==> src/core/scm_pkg.sv <==
// shared constants for the system clock and mode controller
package scm_pkg;

  // clock figures
  localparam int CLK_PERIOD_NS = 100;
  localparam int STABLE_TIME_NS = 1000;
  // settle count rounds up to whole cycles
  localparam int STABLE_CYCLES =
    (STABLE_TIME_NS + CLK_PERIOD_NS - 1) / CLK_PERIOD_NS;

  // register byte offsets on the bus
  localparam logic [7:0] SYSCLK_CTRL_OFS = 8'h00;
  localparam logic [7:0] FAST_RC_CTRL_OFS = 8'h04;
  localparam logic [7:0] FAST_XTAL_CTRL_OFS = 8'h08;
  localparam logic [7:0] WATCH_XTAL_CTRL_OFS = 8'h0C;
  localparam logic [7:0] MODE_STATUS_OFS = 8'h10;

  // system clock control field positions
  localparam int SEL_MSB = 7;
  localparam int SEL_LSB = 5;
  localparam int FAST_SRC_BIT = 3;
  localparam int SLOW_SRC_BIT = 2;
  localparam int FAST_KEEP_BIT = 1;
  localparam int SLOW_KEEP_BIT = 0;

  // oscillator control field positions
  localparam int RC_FREQ_MSB = 3;
  localparam int RC_FREQ_LSB = 2;
  localparam int XTAL_RANGE_BIT = 2;
  localparam int STABLE_BIT = 1;
  localparam int ENABLE_BIT = 0;

  // values after reset
  localparam logic [7:0] SYSCLK_CTRL_RST = 8'h00;
  localparam logic [1:0] RC_FREQ_RST = 2'h0;
  localparam logic FAST_RC_EN_RST = 1'b1;
  localparam logic FAST_XTAL_EN_RST = 1'b0;
  localparam logic WATCH_XTAL_EN_RST = 1'b0;

  // select code meaning the sub clock
  localparam logic [2:0] SEL_SUB = 3'h7;

  // oscillator indices
  localparam int OSC_FRC = 0;
  localparam int OSC_FXT = 1;
  localparam int OSC_WXT = 2;
  localparam int OSC_SRC = 3;

  // internal fast rc frequency in MHz
  localparam logic [3:0] RC_MHZ_4 = 4'h4;
  localparam logic [3:0] RC_MHZ_8 = 4'h8;
  localparam logic [3:0] RC_MHZ_12 = 4'hC;

  // operating modes
  typedef enum logic [2:0] {
    MODE_FAST = 3'b000,
    MODE_SLOW = 3'b001,
    MODE_SLEEP = 3'b010,
    MODE_IDLE_SLOW_ONLY = 3'b011,
    MODE_IDLE_BOTH_OSC = 3'b100,
    MODE_IDLE_FAST_ONLY = 3'b101
  } scm_mode_type;

endpackage : scm_pkg

==> src/core/scm_ctrl.sv <==
`timescale 1ns/1ps
// Behaviour
// - system clock from fast or sub clock
// - select 000 to 110: fast clock divided
// - select 111: slow mode on sub clock
// - fast clock from crystal or rc
// - sub clock from watch crystal or rc
// - fast oscillator in slow mode follows enable
// - six modes, cpu runs only fast/slow
// - halt, no keep bits: sleep, all stop
// - sleep keeps slow rc only for watchdog
// - halt slow keep only: idle slow only
// - halt both keeps: idle both oscillators
// - halt fast keep only: idle fast only
// - source bits: 0 rc, 1 crystal
// - rc frequency 4, 8, 12, 4 MHz
// - enable clears stable flag, settles, sets
module scm_ctrl #(
  parameter int STABLE_CNT = scm_pkg::STABLE_CYCLES
) (
  // clock and reset
  input wire logic pclk,
  input wire logic presetn,
  // apb slave
  input wire logic psel,
  input wire logic penable,
  input wire logic pwrite,
  input wire logic [7:0] paddr,
  input wire logic [31:0] pwdata,
  output logic [31:0] prdata,
  output logic pready,
  output logic pslverr,
  // cpu side events, same clock
  input wire logic halt_req,
  input wire logic wake_req,
  input wire logic watchdog_en,
  // oscillator outputs, asynchronous
  input wire logic int_fast_rc,
  input wire logic ext_fast_crystal,
  input wire logic ext_watch_crystal,
  input wire logic int_slow_rc,
  // oscillator ready levels, asynchronous
  input wire logic int_fast_rc_ready,
  input wire logic ext_fast_crystal_ready,
  input wire logic ext_watch_crystal_ready,
  // oscillator power and trim
  output logic int_fast_rc_run,
  output logic ext_fast_crystal_run,
  output logic ext_watch_crystal_run,
  output logic int_slow_rc_run,
  output logic [3:0] fast_rc_mhz,
  output logic fast_crystal_range,
  // clocks and mode
  output logic sys_clk,
  output logic fast_clk_on,
  output logic sub_clk_on,
  output logic cpu_run,
  output logic [2:0] op_mode
);
  // control register fields
  logic [2:0] sysclk_select_r; // system clock select
  logic fast_source_select_r; // fast source select
  logic slow_source_select_r; // slow source select
  logic halt_fast_keep_r; // fast oscillator kept in halt
  logic halt_slow_keep_r; // slow oscillator kept in halt
  logic [1:0] fast_rc_freq_sel_r; // rc frequency code
  logic fast_crystal_range_r; // crystal range bit
  logic [2:0] osc_en_r; // enable bits, rc/xtal/watch
  logic [2:0] osc_stable_r; // stable flags
  // mode machine
  scm_pkg::scm_mode_type mode_r;
  scm_pkg::scm_mode_type mode_nxt;
  // synchronised oscillator views
  logic [3:0] osc_edge; // any edge per oscillator
  logic [2:0] ready_lvl; // ready levels
  // bus decode
  logic wr_en; // write in access phase
  logic rd_setup; // read in setup phase
  logic addr_hit; // mapped offset
  logic [7:0] rd_mux; // read value
  // clock generator
  logic act_sub_r; // sub clock active source
  logic [2:0] act_div_r; // active divide code
  logic [5:0] div_cnt_r; // edge counter
  logic [5:0] div_lim; // edges per half period, less one
  logic want_sub; // requested source
  logic fast_edge; // selected fast edge
  logic sub_edge; // selected sub edge
  logic src_edge; // active source edge
  logic cfg_change; // new source or ratio pending
  logic sys_on; // system clock allowed by mode
  // oscillator run levels
  logic fast_allow; // mode lets fast run
  logic sub_allow; // mode lets sub run
  logic [2:0] osc_run; // enable outputs of the three
  logic slow_rc_need; // slow rc running
  // synchronise the four oscillator clocks, only edges are used
  scm_sync #(.WIDTH(4)) u_osc_sync (
    .pclk(pclk),
    .presetn(presetn),
    .async_in({int_slow_rc, ext_watch_crystal, ext_fast_crystal,
      int_fast_rc}),
    .level(),
    .edge_pulse(osc_edge)
  );
  // synchronise the ready levels, only levels are used
  scm_sync #(.WIDTH(3)) u_ready_sync (
    .pclk(pclk),
    .presetn(presetn),
    .async_in({ext_watch_crystal_ready, ext_fast_crystal_ready,
      int_fast_rc_ready}),
    .level(ready_lvl),
    .edge_pulse()
  );
  // apb strobes, zero wait states
  assign wr_en = psel && penable && pwrite;
  assign rd_setup = psel && !penable && !pwrite;
  assign pready = 1'b1;
  // offset decode
  always_comb begin
    addr_hit = 1'b1;
    rd_mux = 8'h00;
    unique case (paddr)
      scm_pkg::SYSCLK_CTRL_OFS: begin
        rd_mux = {sysclk_select_r, 1'b0, fast_source_select_r,
          slow_source_select_r, halt_fast_keep_r, halt_slow_keep_r};
      end
      scm_pkg::FAST_RC_CTRL_OFS: begin
        rd_mux = {4'h0, fast_rc_freq_sel_r,
          osc_stable_r[scm_pkg::OSC_FRC], osc_en_r[scm_pkg::OSC_FRC]};
      end
      scm_pkg::FAST_XTAL_CTRL_OFS: begin
        rd_mux = {5'h00, fast_crystal_range_r,
          osc_stable_r[scm_pkg::OSC_FXT], osc_en_r[scm_pkg::OSC_FXT]};
      end
      scm_pkg::WATCH_XTAL_CTRL_OFS: begin
        rd_mux = {6'h00, osc_stable_r[scm_pkg::OSC_WXT],
          osc_en_r[scm_pkg::OSC_WXT]};
      end
      scm_pkg::MODE_STATUS_OFS: rd_mux = {4'h0, cpu_run, mode_r};
      default: addr_hit = 1'b0; // unmapped
    endcase
  end
  // error answer on unmapped access
  assign pslverr = psel && penable && !addr_hit;
  // read data captured in setup, stands through access
  always_ff @(posedge pclk or negedge presetn) begin
    if (!presetn) begin
      prdata <= 32'h0000_0000;
    end else if (rd_setup) begin
      prdata <= {24'h00_0000, rd_mux};
    end
  end
  // system clock control register
  always_ff @(posedge pclk or negedge presetn) begin
    if (!presetn) begin
      sysclk_select_r <= scm_pkg::SYSCLK_CTRL_RST[scm_pkg::SEL_MSB:
        scm_pkg::SEL_LSB];
      fast_source_select_r <=
        scm_pkg::SYSCLK_CTRL_RST[scm_pkg::FAST_SRC_BIT];
      slow_source_select_r <=
        scm_pkg::SYSCLK_CTRL_RST[scm_pkg::SLOW_SRC_BIT];
      halt_fast_keep_r <= scm_pkg::SYSCLK_CTRL_RST[scm_pkg::FAST_KEEP_BIT];
      halt_slow_keep_r <= scm_pkg::SYSCLK_CTRL_RST[scm_pkg::SLOW_KEEP_BIT];
    end else if (wr_en && paddr == scm_pkg::SYSCLK_CTRL_OFS) begin
      sysclk_select_r <= pwdata[scm_pkg::SEL_MSB:scm_pkg::SEL_LSB];
      fast_source_select_r <= pwdata[scm_pkg::FAST_SRC_BIT];
      slow_source_select_r <= pwdata[scm_pkg::SLOW_SRC_BIT];
      halt_fast_keep_r <= pwdata[scm_pkg::FAST_KEEP_BIT];
      halt_slow_keep_r <= pwdata[scm_pkg::SLOW_KEEP_BIT];
    end
  end
  // oscillator control fields
  always_ff @(posedge pclk or negedge presetn) begin
    if (!presetn) begin
      fast_rc_freq_sel_r <= scm_pkg::RC_FREQ_RST;
      fast_crystal_range_r <= 1'b0;
      osc_en_r <= {scm_pkg::WATCH_XTAL_EN_RST, scm_pkg::FAST_XTAL_EN_RST,
        scm_pkg::FAST_RC_EN_RST};
    end else if (wr_en) begin
      if (paddr == scm_pkg::FAST_RC_CTRL_OFS) begin
        fast_rc_freq_sel_r <=
          pwdata[scm_pkg::RC_FREQ_MSB:scm_pkg::RC_FREQ_LSB];
        osc_en_r[scm_pkg::OSC_FRC] <= pwdata[scm_pkg::ENABLE_BIT];
      end
      if (paddr == scm_pkg::FAST_XTAL_CTRL_OFS) begin
        // range is frozen while the crystal is enabled
        if (!osc_en_r[scm_pkg::OSC_FXT]) begin
          fast_crystal_range_r <= pwdata[scm_pkg::XTAL_RANGE_BIT];
        end
        osc_en_r[scm_pkg::OSC_FXT] <= pwdata[scm_pkg::ENABLE_BIT];
      end
      if (paddr == scm_pkg::WATCH_XTAL_CTRL_OFS) begin
        osc_en_r[scm_pkg::OSC_WXT] <= pwdata[scm_pkg::ENABLE_BIT];
      end
    end
  end
  // stable flag per oscillator: clear on enable, set after settling
  generate
    for (genvar gi = 0; gi < 3; gi++) begin : g_stable
      logic [7:0] settle_r; // ready cycles seen
      logic en_rise; // enable written from 0 to 1
      assign en_rise = wr_en && pwdata[scm_pkg::ENABLE_BIT] &&
        !osc_en_r[gi] &&
        ((gi == scm_pkg::OSC_FRC && paddr == scm_pkg::FAST_RC_CTRL_OFS) ||
         (gi == scm_pkg::OSC_FXT && paddr == scm_pkg::FAST_XTAL_CTRL_OFS) ||
         (gi == scm_pkg::OSC_WXT && paddr == scm_pkg::WATCH_XTAL_CTRL_OFS));
      always_ff @(posedge pclk or negedge presetn) begin
        if (!presetn) begin
          settle_r <= 8'h00;
          osc_stable_r[gi] <= 1'b0;
        end else if (en_rise || !osc_run[gi] || !ready_lvl[gi]) begin
          // restart settling, flag drops
          settle_r <= 8'h00;
          osc_stable_r[gi] <= 1'b0;
        end else if (settle_r == 8'(STABLE_CNT - 1)) begin
          osc_stable_r[gi] <= 1'b1;
        end else begin
          settle_r <= settle_r + 8'h01;
        end
      end
    end
  endgenerate
  // next mode from halt, wake and select writes
  always_comb begin
    mode_nxt = mode_r;
    unique case (mode_r)
      scm_pkg::MODE_FAST, scm_pkg::MODE_SLOW: begin
        if (halt_req) begin
          // halt picks mode from the keep bits now
          unique case ({halt_fast_keep_r, halt_slow_keep_r})
            2'b00: mode_nxt = scm_pkg::MODE_SLEEP;
            2'b01: mode_nxt = scm_pkg::MODE_IDLE_SLOW_ONLY;
            2'b11: mode_nxt = scm_pkg::MODE_IDLE_BOTH_OSC;
            2'b10: mode_nxt = scm_pkg::MODE_IDLE_FAST_ONLY;
          endcase
        end else if (sysclk_select_r == scm_pkg::SEL_SUB) begin
          mode_nxt = scm_pkg::MODE_SLOW;
        end else begin
          mode_nxt = scm_pkg::MODE_FAST;
        end
      end
      scm_pkg::MODE_SLEEP, scm_pkg::MODE_IDLE_SLOW_ONLY,
      scm_pkg::MODE_IDLE_BOTH_OSC, scm_pkg::MODE_IDLE_FAST_ONLY: begin
        // wake returns to the run mode the select names
        if (wake_req) begin
          mode_nxt = (sysclk_select_r == scm_pkg::SEL_SUB) ?
            scm_pkg::MODE_SLOW : scm_pkg::MODE_FAST;
        end
      end
      default: begin
        mode_nxt = scm_pkg::MODE_FAST; // illegal code recovery
      end
    endcase
  end
  // mode register
  always_ff @(posedge pclk or negedge presetn) begin
    if (!presetn) begin
      mode_r <= scm_pkg::MODE_FAST;
    end else begin
      mode_r <= mode_nxt;
    end
  end
  // which clocks each mode allows
  always_comb begin
    sys_on = 1'b1;
    fast_allow = 1'b1;
    sub_allow = 1'b1;
    unique case (mode_r)
      scm_pkg::MODE_SLEEP: begin
        sys_on = 1'b0;
        fast_allow = 1'b0;
        sub_allow = 1'b0;
      end
      scm_pkg::MODE_IDLE_SLOW_ONLY: begin
        fast_allow = 1'b0;
        sys_on = (sysclk_select_r == scm_pkg::SEL_SUB);
      end
      scm_pkg::MODE_IDLE_FAST_ONLY: begin
        sub_allow = 1'b0;
        sys_on = (sysclk_select_r != scm_pkg::SEL_SUB);
      end
      default: sys_on = 1'b1;
    endcase
  end
  // oscillator power: selected source runs when in use
  always_comb begin
    osc_run[scm_pkg::OSC_FRC] = fast_allow && (osc_en_r[scm_pkg::OSC_FRC] ||
      (!fast_source_select_r && mode_r != scm_pkg::MODE_SLOW));
    osc_run[scm_pkg::OSC_FXT] = fast_allow && (osc_en_r[scm_pkg::OSC_FXT] ||
      (fast_source_select_r && mode_r != scm_pkg::MODE_SLOW));
    osc_run[scm_pkg::OSC_WXT] = sub_allow && (osc_en_r[scm_pkg::OSC_WXT] ||
      slow_source_select_r);
    // slow rc only survives sleep for the watchdog
    slow_rc_need = (mode_r != scm_pkg::MODE_SLEEP) || watchdog_en;
  end
  // registered oscillator and status outputs
  always_ff @(posedge pclk or negedge presetn) begin
    if (!presetn) begin
      int_fast_rc_run <= 1'b0;
      ext_fast_crystal_run <= 1'b0;
      ext_watch_crystal_run <= 1'b0;
      int_slow_rc_run <= 1'b0;
      fast_clk_on <= 1'b0;
      sub_clk_on <= 1'b0;
      cpu_run <= 1'b0;
      op_mode <= 3'h0;
      fast_crystal_range <= 1'b0;
    end else begin
      int_fast_rc_run <= osc_run[scm_pkg::OSC_FRC];
      ext_fast_crystal_run <= osc_run[scm_pkg::OSC_FXT];
      ext_watch_crystal_run <= osc_run[scm_pkg::OSC_WXT];
      int_slow_rc_run <= slow_rc_need;
      fast_clk_on <= fast_allow && (mode_r != scm_pkg::MODE_SLOW ||
        osc_en_r[fast_source_select_r]);
      sub_clk_on <= sub_allow;
      cpu_run <= (mode_nxt == scm_pkg::MODE_FAST) ||
        (mode_nxt == scm_pkg::MODE_SLOW);
      op_mode <= mode_nxt;
      fast_crystal_range <= fast_crystal_range_r;
    end
  end
  // rc frequency decode, code 11 repeats 4 MHz
  always_ff @(posedge pclk or negedge presetn) begin
    if (!presetn) begin
      fast_rc_mhz <= scm_pkg::RC_MHZ_4;
    end else begin
      unique case (fast_rc_freq_sel_r)
        2'b01: fast_rc_mhz <= scm_pkg::RC_MHZ_8;
        2'b10: fast_rc_mhz <= scm_pkg::RC_MHZ_12;
        default: fast_rc_mhz <= scm_pkg::RC_MHZ_4;
      endcase
    end
  end
  // source edges by the select bits
  assign fast_edge = fast_source_select_r ? osc_edge[scm_pkg::OSC_FXT] :
    osc_edge[scm_pkg::OSC_FRC];
  assign sub_edge = slow_source_select_r ? osc_edge[scm_pkg::OSC_WXT] :
    osc_edge[scm_pkg::OSC_SRC];
  assign want_sub = (sysclk_select_r == scm_pkg::SEL_SUB);
  assign src_edge = act_sub_r ? sub_edge : fast_edge;
  assign cfg_change = (act_sub_r != want_sub) ||
    (!want_sub && act_div_r != sysclk_select_r);
  // half period in edges: 2 to the divide code, one edge on the sub clock
  assign div_lim = act_sub_r ? 6'h00 : 6'((7'h01 << act_div_r) - 7'h01);
  // system clock generator, changes only in a low phase
  always_ff @(posedge pclk or negedge presetn) begin
    if (!presetn) begin
      sys_clk <= 1'b0;
      act_sub_r <= 1'b0;
      act_div_r <= 3'h0;
      div_cnt_r <= 6'h00;
    end else if (!sys_clk && (cfg_change || !sys_on)) begin
      // hold low, so the low phase only lengthens
      act_sub_r <= want_sub;
      act_div_r <= want_sub ? act_div_r : sysclk_select_r;
      div_cnt_r <= 6'h00;
    end else if (src_edge) begin
      if (div_cnt_r == div_lim) begin
        sys_clk <= !sys_clk;
        div_cnt_r <= 6'h00;
      end else begin
        div_cnt_r <= div_cnt_r + 6'h01;
      end
    end
  end
endmodule : scm_ctrl

==> src/core/scm_sync.sv <==
`timescale 1ns/1ps
// two-flop synchroniser with edge detect on the settled copy
module scm_sync #(
  parameter int WIDTH = 1
) (
  // clock and reset
  input wire logic pclk,
  input wire logic presetn,
  // asynchronous inputs
  input wire logic [WIDTH-1:0] async_in,
  // synchronised level and any-edge pulse
  output logic [WIDTH-1:0] level,
  output logic [WIDTH-1:0] edge_pulse
);

  logic [WIDTH-1:0] meta_r; // first stage, read only by second
  logic [WIDTH-1:0] sync_r; // second stage
  logic [WIDTH-1:0] last_r; // delayed copy for edge detect

  // synchroniser chain
  always_ff @(posedge pclk or negedge presetn) begin
    if (!presetn) begin
      meta_r <= '0;
      sync_r <= '0;
      last_r <= '0;
    end else begin
      meta_r <= async_in;
      sync_r <= meta_r;
      last_r <= sync_r;
    end
  end

  assign level = sync_r;
  assign edge_pulse = sync_r ^ last_r;

endmodule : scm_sync

==> config.mk <==
export PLATFORM = sky130hd
export DESIGN_NAME = scm_ctrl
export DESIGN_NICKNAME = d
export VERILOG_FILES = /design/src/core/scm_pkg.sv /design/src/core/scm_ctrl.sv /design/src/core/scm_sync.sv
export SDC_FILE = /design/constraint.sdc
export NUM_CORES = 1
export LEC_CHECK = 0
export BUFFER_PORTS_ARGS = -buffer_cell sky130_fd_sc_hd__buf_2
export CAP_MARGIN = 10
export CORE_UTILIZATION = 54
export CTS_CLUSTER_DIAMETER = 30
export CTS_CLUSTER_SIZE = 30
export DETAILED_ROUTE_END_ITERATION = 7
export PLACE_DENSITY_LB_ADDON = 0.15
export SLEW_MARGIN = 20
export SYNTH_ARGS = -nofsm -noshare
export SYNTH_HDL_FRONTEND = slang
export SYNTH_SLANG_ARGS = --single-unit
export TNS_END_PERCENT = 30
==> constraint.sdc <==
create_clock -name pclk -period 3.9 [get_ports pclk]
set_input_delay 0.78 -clock pclk [delete_from_list [all_inputs] [get_ports pclk]]
set_output_delay 0.78 -clock pclk [all_outputs]
set_load 0.005 [all_outputs]
-- Word-level counts from Yosys, hierarchy flattened
Index checks and enable logic that the tools add are counted.
- reduce and logical (&&, ||, !) cells: 70
- $add $sub $neg: 5
- multiplexer cells: 32
- bitwise operators: 4
- order comparisons: 1
- equality and inequality tests: 28
- shifts and indexed selects: 1
- operators with widths (cell ; number):
    8-bit 2-to-1 mux ; 6
    8-bit by 4-bit equality test with 1-bit output (second input constant) ; 5
    8-bit case mux with 5 select lines ; 1
    8-bit by 1-bit adder with 8-bit output (second input constant) ; 3
    6-bit 2-to-1 mux ; 4
    1-bit logical AND ; 21
    1-bit logical NOT ; 16
    1-bit 2-to-1 mux ; 15
    1-bit logical OR ; 14
    3-bit case mux with 4 select lines ; 1
    3-bit equality test (second input constant) ; 3
    8-bit by 3-bit equality test with 1-bit output (second input constant) ; 1
    8-bit by 5-bit equality test with 1-bit output (second input constant) ; 1
    8-bit logical NOT ; 1
    4-bit case mux with 2 select lines ; 1
    2-bit AND reduction ; 4
    2-bit nonzero test ; 4
    6-bit by 1-bit adder with 6-bit output (second input constant) ; 1
    2-bit equality test (second input constant) ; 3
    3-bit by 1-bit equality test with 1-bit output (second input constant) ; 2
    3-bit by 2-bit equality test with 1-bit output (second input constant) ; 2
    6-bit equality test ; 1
    3-bit logical NOT ; 2
    3-bit 2-to-1 mux ; 2
    19 further kinds ; 27
- word-level logic and storage cells: 177
- output and inout port bits: 50
- input bits: 55
- register bits: 92

-- Longest topological paths before layout
- depth in word-level cells: 8
- mapped depth: 9

-- By module
A second synthesis with hierarchy kept.
- cell total of the unflattened synthesis: 433
- area, all modules: 4650.7 um2
- modules (own cells, without submodules) (module ; cells each ; instances ; area each (um2)):
    scm_ctrl ; 405 ; 1 ; 4063.9
    scm_sync at u_osc_sync ; 16 ; 1 ; 335.3
    scm_sync at u_ready_sync ; 12 ; 1 ; 251.5

-- Least setup slack after synthesis
No wires, ideal clock.
- path kind: register to register
- from: register act_div_r[1]
- to: register sys_clk
- data arrival time: 2680 ps
- path slack: 1095 ps
- setup time: 125 ps
- cell stages (with the launch flop): 9
- required time: 3775 ps
- buffers on the path: 1
- path through: dfrtp_1 clkbuf_1 or3_1 ha_1 or4b_1 o22a_1 a2bb2o_4 nor4_4 mux2_2
- longest elaborated chain between the ends: 7
- elaborated cells between the ends (all ways): 11
- ends and longest elaborated chain (element ; line ; source):
    start: declaration ; scm_ctrl.sv:83 ; logic [2:0] act_div_r;
    start signal: assignment ; scm_ctrl.sv:356 ; act_div_r <= want_sub ? act_div_r : sysclk_select_r;
    branches (longest 6 deep; another with 6-bit by 1-bit subtractor with 6-bit output) ; -- ;
    3-bit AND reduction (no line) (*) ; -- ;
    end signal: assignment ; scm_ctrl.sv:360 ; sys_clk <= !sys_clk;
    end: declaration ; scm_ctrl.sv:54 ; output logic sys_clk,
Every way passes the cells marked *.
A chain may end at the register's enable or synchronous reset.

-- Worst setup path after layout
- from: input port paddr[1]
- to: output port pslverr
- longest elaborated chain between the ends: 5
- elaborated cells between the ends (all ways): 9
- ends and longest elaborated chain (element ; line ; source):
    start: declaration ; scm_ctrl.sv:28 ; input wire logic [7:0] paddr,
    8-bit by 3-bit equality test with 1-bit output (tied with other cells) ; scm_ctrl.sv:123 ; unique case (paddr)
    5-bit OR reduction (no line) (*) ; -- ;
    1-bit 2-to-1 mux (*) ; scm_ctrl.sv:123 ;
    1-bit logical NOT (*) ; scm_ctrl.sv:145 ; assign pslverr = psel && penable && !addr_hit;
    1-bit logical AND (*) ; scm_ctrl.sv:145 ;
    end: declaration ; scm_ctrl.sv:32 ; output logic pslverr,
Mark *: on every way between the ends. The rest lies on a longest branch, timed or not.

==> summary.md <==
| Metric | Value |
|---|---|
| GRT Max-Usage Layer | met2 |
| Routed length per instance | 14.2 um |
| Final Wtd Congestion | 0.818 |
| CTS tree | done |
| Met3 Use GR | 2.91% |
| Post-synth top area share | 47.5% |
| VDD IR max | 0.000243 V |
| Ant. Diodes | 0 |
| PostCTS Resize Cnt | 0 |
| Buffers & Inverters on Critical Path | 2 |
| Crit-path leading delay family | simple AND/OR/NAND/NOR gates |
| Chip height | 94.1 um |
| Max Clock Skew | 0.0141 ns |
| Critical path capture point type | output port |
| CP startpoint kind | primary input |
| H-tree lvl count | 3 |
| Antenna-violating nets left | 0 |
| Seq/Total Area, Yosys | 48.7% |
| Routed WL | roughly 8400 um |
| HP Class | reg2reg |
| Synth cell types | 63 |
| Hold path start | u_ready_sync.meta_r[0] |
| Status | complete, no violations |
| Final Slew Violations | 0 |
| Vias per inst | 5.30 |
| Post-synth EDFFs | 0 |
| Initial DRC count | 93 |
| Area delta synth->final | 10.1% |
| Final HPWL DP | between 6000 and 7000 um |
| Ys flop type | dfrtp_1 |
| Critical Path RT | 3.12 ns |
| CTS Buf Count | 9 |
| Clock sinks | 89 |
| Row Count | 33 |
| CTS max path bufs | 2 |
| Mapped cell area | about 4600 um2 |
| Final worst path period share | between 70% and 80% |
| Power per cell area | around 450 nW/um2 |
| Clock Latency Late Sink | 0.36 ns |
| Synth area leaders | dfrtp_1 48%, buf_4 4.6%, ha_1 4.1% |
| Critical Path Max Stage Delay | 0.59 ns |
| Drt pass-1 iters | 4 |
| Num ports | between 100 and 150 |
| Clk pin slew, worst setup/hold paths | roughly 0.090 ns |
| Slew margin rel. | about 38% |
| Crit-path max FO | 5 |
| RSZ-0062 raised after global routing | no |
| Most frequent cells in the layout | 87 x dfrtp_1, 50 x nor2_1, 50 x buf_2 |
| Total Neg Setup Slack | 0 ns |
| Global route total overflow | 0 |
| Slowest-stage cell, CP | or4_4 |
| Die Footprint | 8860 um2 |
| FF+latch count, synth | 89 |
| Crit Path Class | in2out |
| Fmax | between 300 and 400 MHz |
| Synthesized instance count | 434 |
| # fillers | 700 |
| Pin count of the biggest net entering global routing | 79 |
| Setup Viol. Count Final | 0 |
| Via count | 3,155 |
| Root Buffer | clkbuf_8 |
| Async SR Flop Fraction | 100% |
| CP most frequent cell | buf_2 |
| Residual DRC | 0 |
| First-pass GRT wire length | 14,200 um |
| Hold Vio Cnt, Final | 0 |
| Nets | between 500 and 600 |
| Reg2reg start | act_div_r[2] |
| Initial antenna violation count | 0 |
| Total track usage | between 20% and 30% |
| Slew @ Worst Pin | 0.934 ns |
| Syn Area/Cell | 10.6 um2 |
| Die width | 94.1 um |
| Core area | around 8200 um2 |
| Crit path DAT | 2.15 ns |
| Initial Util | between 50% and 60% |
| Leakage | approximately 2.3 nW |
| Postcts setup bufs | 0 |
| Met2 usage in global routing | approximately 31% |
| Yosys warns | 0 |
| Commonest non-fill, non-tap cell in the layout | dfrtp_1 |
| Vias in the first global route | 2,891 |
| Post-layout min period | 2.93 ns |
| Share of layout cells above drive strength 1 | around 20% |
| CTS Hold Buffers Added | 0 |
| Max-Cap Viols | 0 |
| Met1 usage | between 30% and 40% |
| Synth area leader | dfrtp_1 |
| CP Cell Sequence | buf_2 -> or4_4 -> nor4_1 -> a21oi_1 -> buf_2 |
| Hold Slack | between 0.3 and 0.4 ns |
| Critical path startpoint | paddr[1] |
| PortBufs | between 50 and 60 |
[worst paths after layout]
kind / endpoint / cells after the start / slack, ns
max: pslverr / 5 / 0.97
min: u_ready_sync.level[0] / 0 / 0.35
max reg2reg: sys_clk / 7 / 0.98
min reg2reg: u_ready_sync.level[0] / 0 / 0.35
max in group asynchronous: fast_rc_mhz[2] / 2 / 2.56
min in group asynchronous: prdata[2] / 1 / 0.56
[cell usage after synthesis (3+ instances only)]
| library cell | instances |
|---|---|
| nand2_1 | 25 |
| o2bb2a_1 | 3 |
| dfrtp_1 | 87 |
| o2111ai_1 | 3 |
| nand2b_1 | 4 |
| a211oi_1 | 5 |
| a221oi_1 | 3 |
| and3_1 | 7 |
| nand3b_1 | 4 |
| o211ai_1 | 3 |
| and3b_1 | 3 |
| o21ai_0 | 12 |
| or3_1 | 3 |
| nand3_1 | 21 |
| o22ai_1 | 3 |
| nor4b_1 | 3 |
| nor2_1 | 50 |
| xor2_1 | 19 |
| inv_1 | 21 |
| mux2_2 | 13 |
| buf_4 | 28 |
| clkbuf_1 | 8 |
| mux2i_1 | 5 |
| a21oi_1 | 13 |
| xnor2_1 | 11 |
| nor2b_1 | 9 |
| nor3_1 | 7 |
| ha_1 | 15 |
[routing by layer]
| metal | vias to the layer above | routed length (um) |
|---|---|---|
| met2 | 85 | 3790 |
| met1 | 1501 | 4150 |
| met3 | 13 | 320 |
| met5 | - | 0 |
| li1 | 1556 | - |
| met4 | 0 | 169 |
[final cells by class]
cell class | instances | area (um2) | share of cell area (%)
clock buffers | 10 | 128 | 2.53
clock inverters | 6 | 90.1 | 1.79
inverters | 22 | 82.6 | 1.64
multi-input cells | 310 | 2110 | 41.9
flip-flops and latches | 89 | 2230 | 44.2
well taps | 105 | 131 | 2.60
repair buffers | 53 | 273 | 5.41
[metrics by stage]
stage	cells	utilization, %	total power, mW	cell area [um2]	setup WS (ns)
global placement	579	58.8	1.58	4830	1.02
finish	595	61.4	2.28	5050	0.969
global route	595	61.4	2.41	5050	0.851
CTS	595	61.4	2.29	5050	0.969
floorplan	460	-	1.48	4680	1.10
detailed placement	579	58.8	1.60	4830	0.973
[registers in the layout, indices dropped and copies added, names as in the netlist, 2 cells and up]
| signal | count |
|---|---|
| sysclk_select_r | 3 |
| div_cnt_r | 6 |
| fast_rc_mhz | 2 |
| g_stable.settle_r | 24 |
| prdata | 7 |
| osc_en_r | 3 |
| u_ready_sync.meta_r | 3 |
| fast_rc_freq_sel_r | 2 |
| op_mode | 3 |
| act_div_r | 3 |
| u_osc_sync.last_r | 4 |
| u_osc_sync.meta_r | 4 |
| u_osc_sync.level | 4 |
| osc_stable_r | 3 |
| u_ready_sync.level | 3 |
[where the power goes]
group          leakage (nW)  internal (mW)  switching, mW
Clock                 0.107          0.364          0.330
Sequential             1.14          0.981         0.0961
Combinational          1.05          0.241          0.264
[cell families (layout without fill, tap and decap cells)]
logic type / Yosys count / after routing / share of synthesized area [%]
AOI/OAI and AO/OA: 64 / 64 / 10.9
xor gates and xnor gates: 30 / 30 / 5.73
adders and majority gates: 15 / 15 / 4.10
buffers and inverters: 61 / 91 / 7.37
DFF: 89 / 89 / 48.7
muxes: 18 / 18 / 4.29
other: 2 / 28 / 0.164
and+or+nand+nor: 155 / 155 / 18.8
Note: power is estimated with default switching activity, not from simulation.
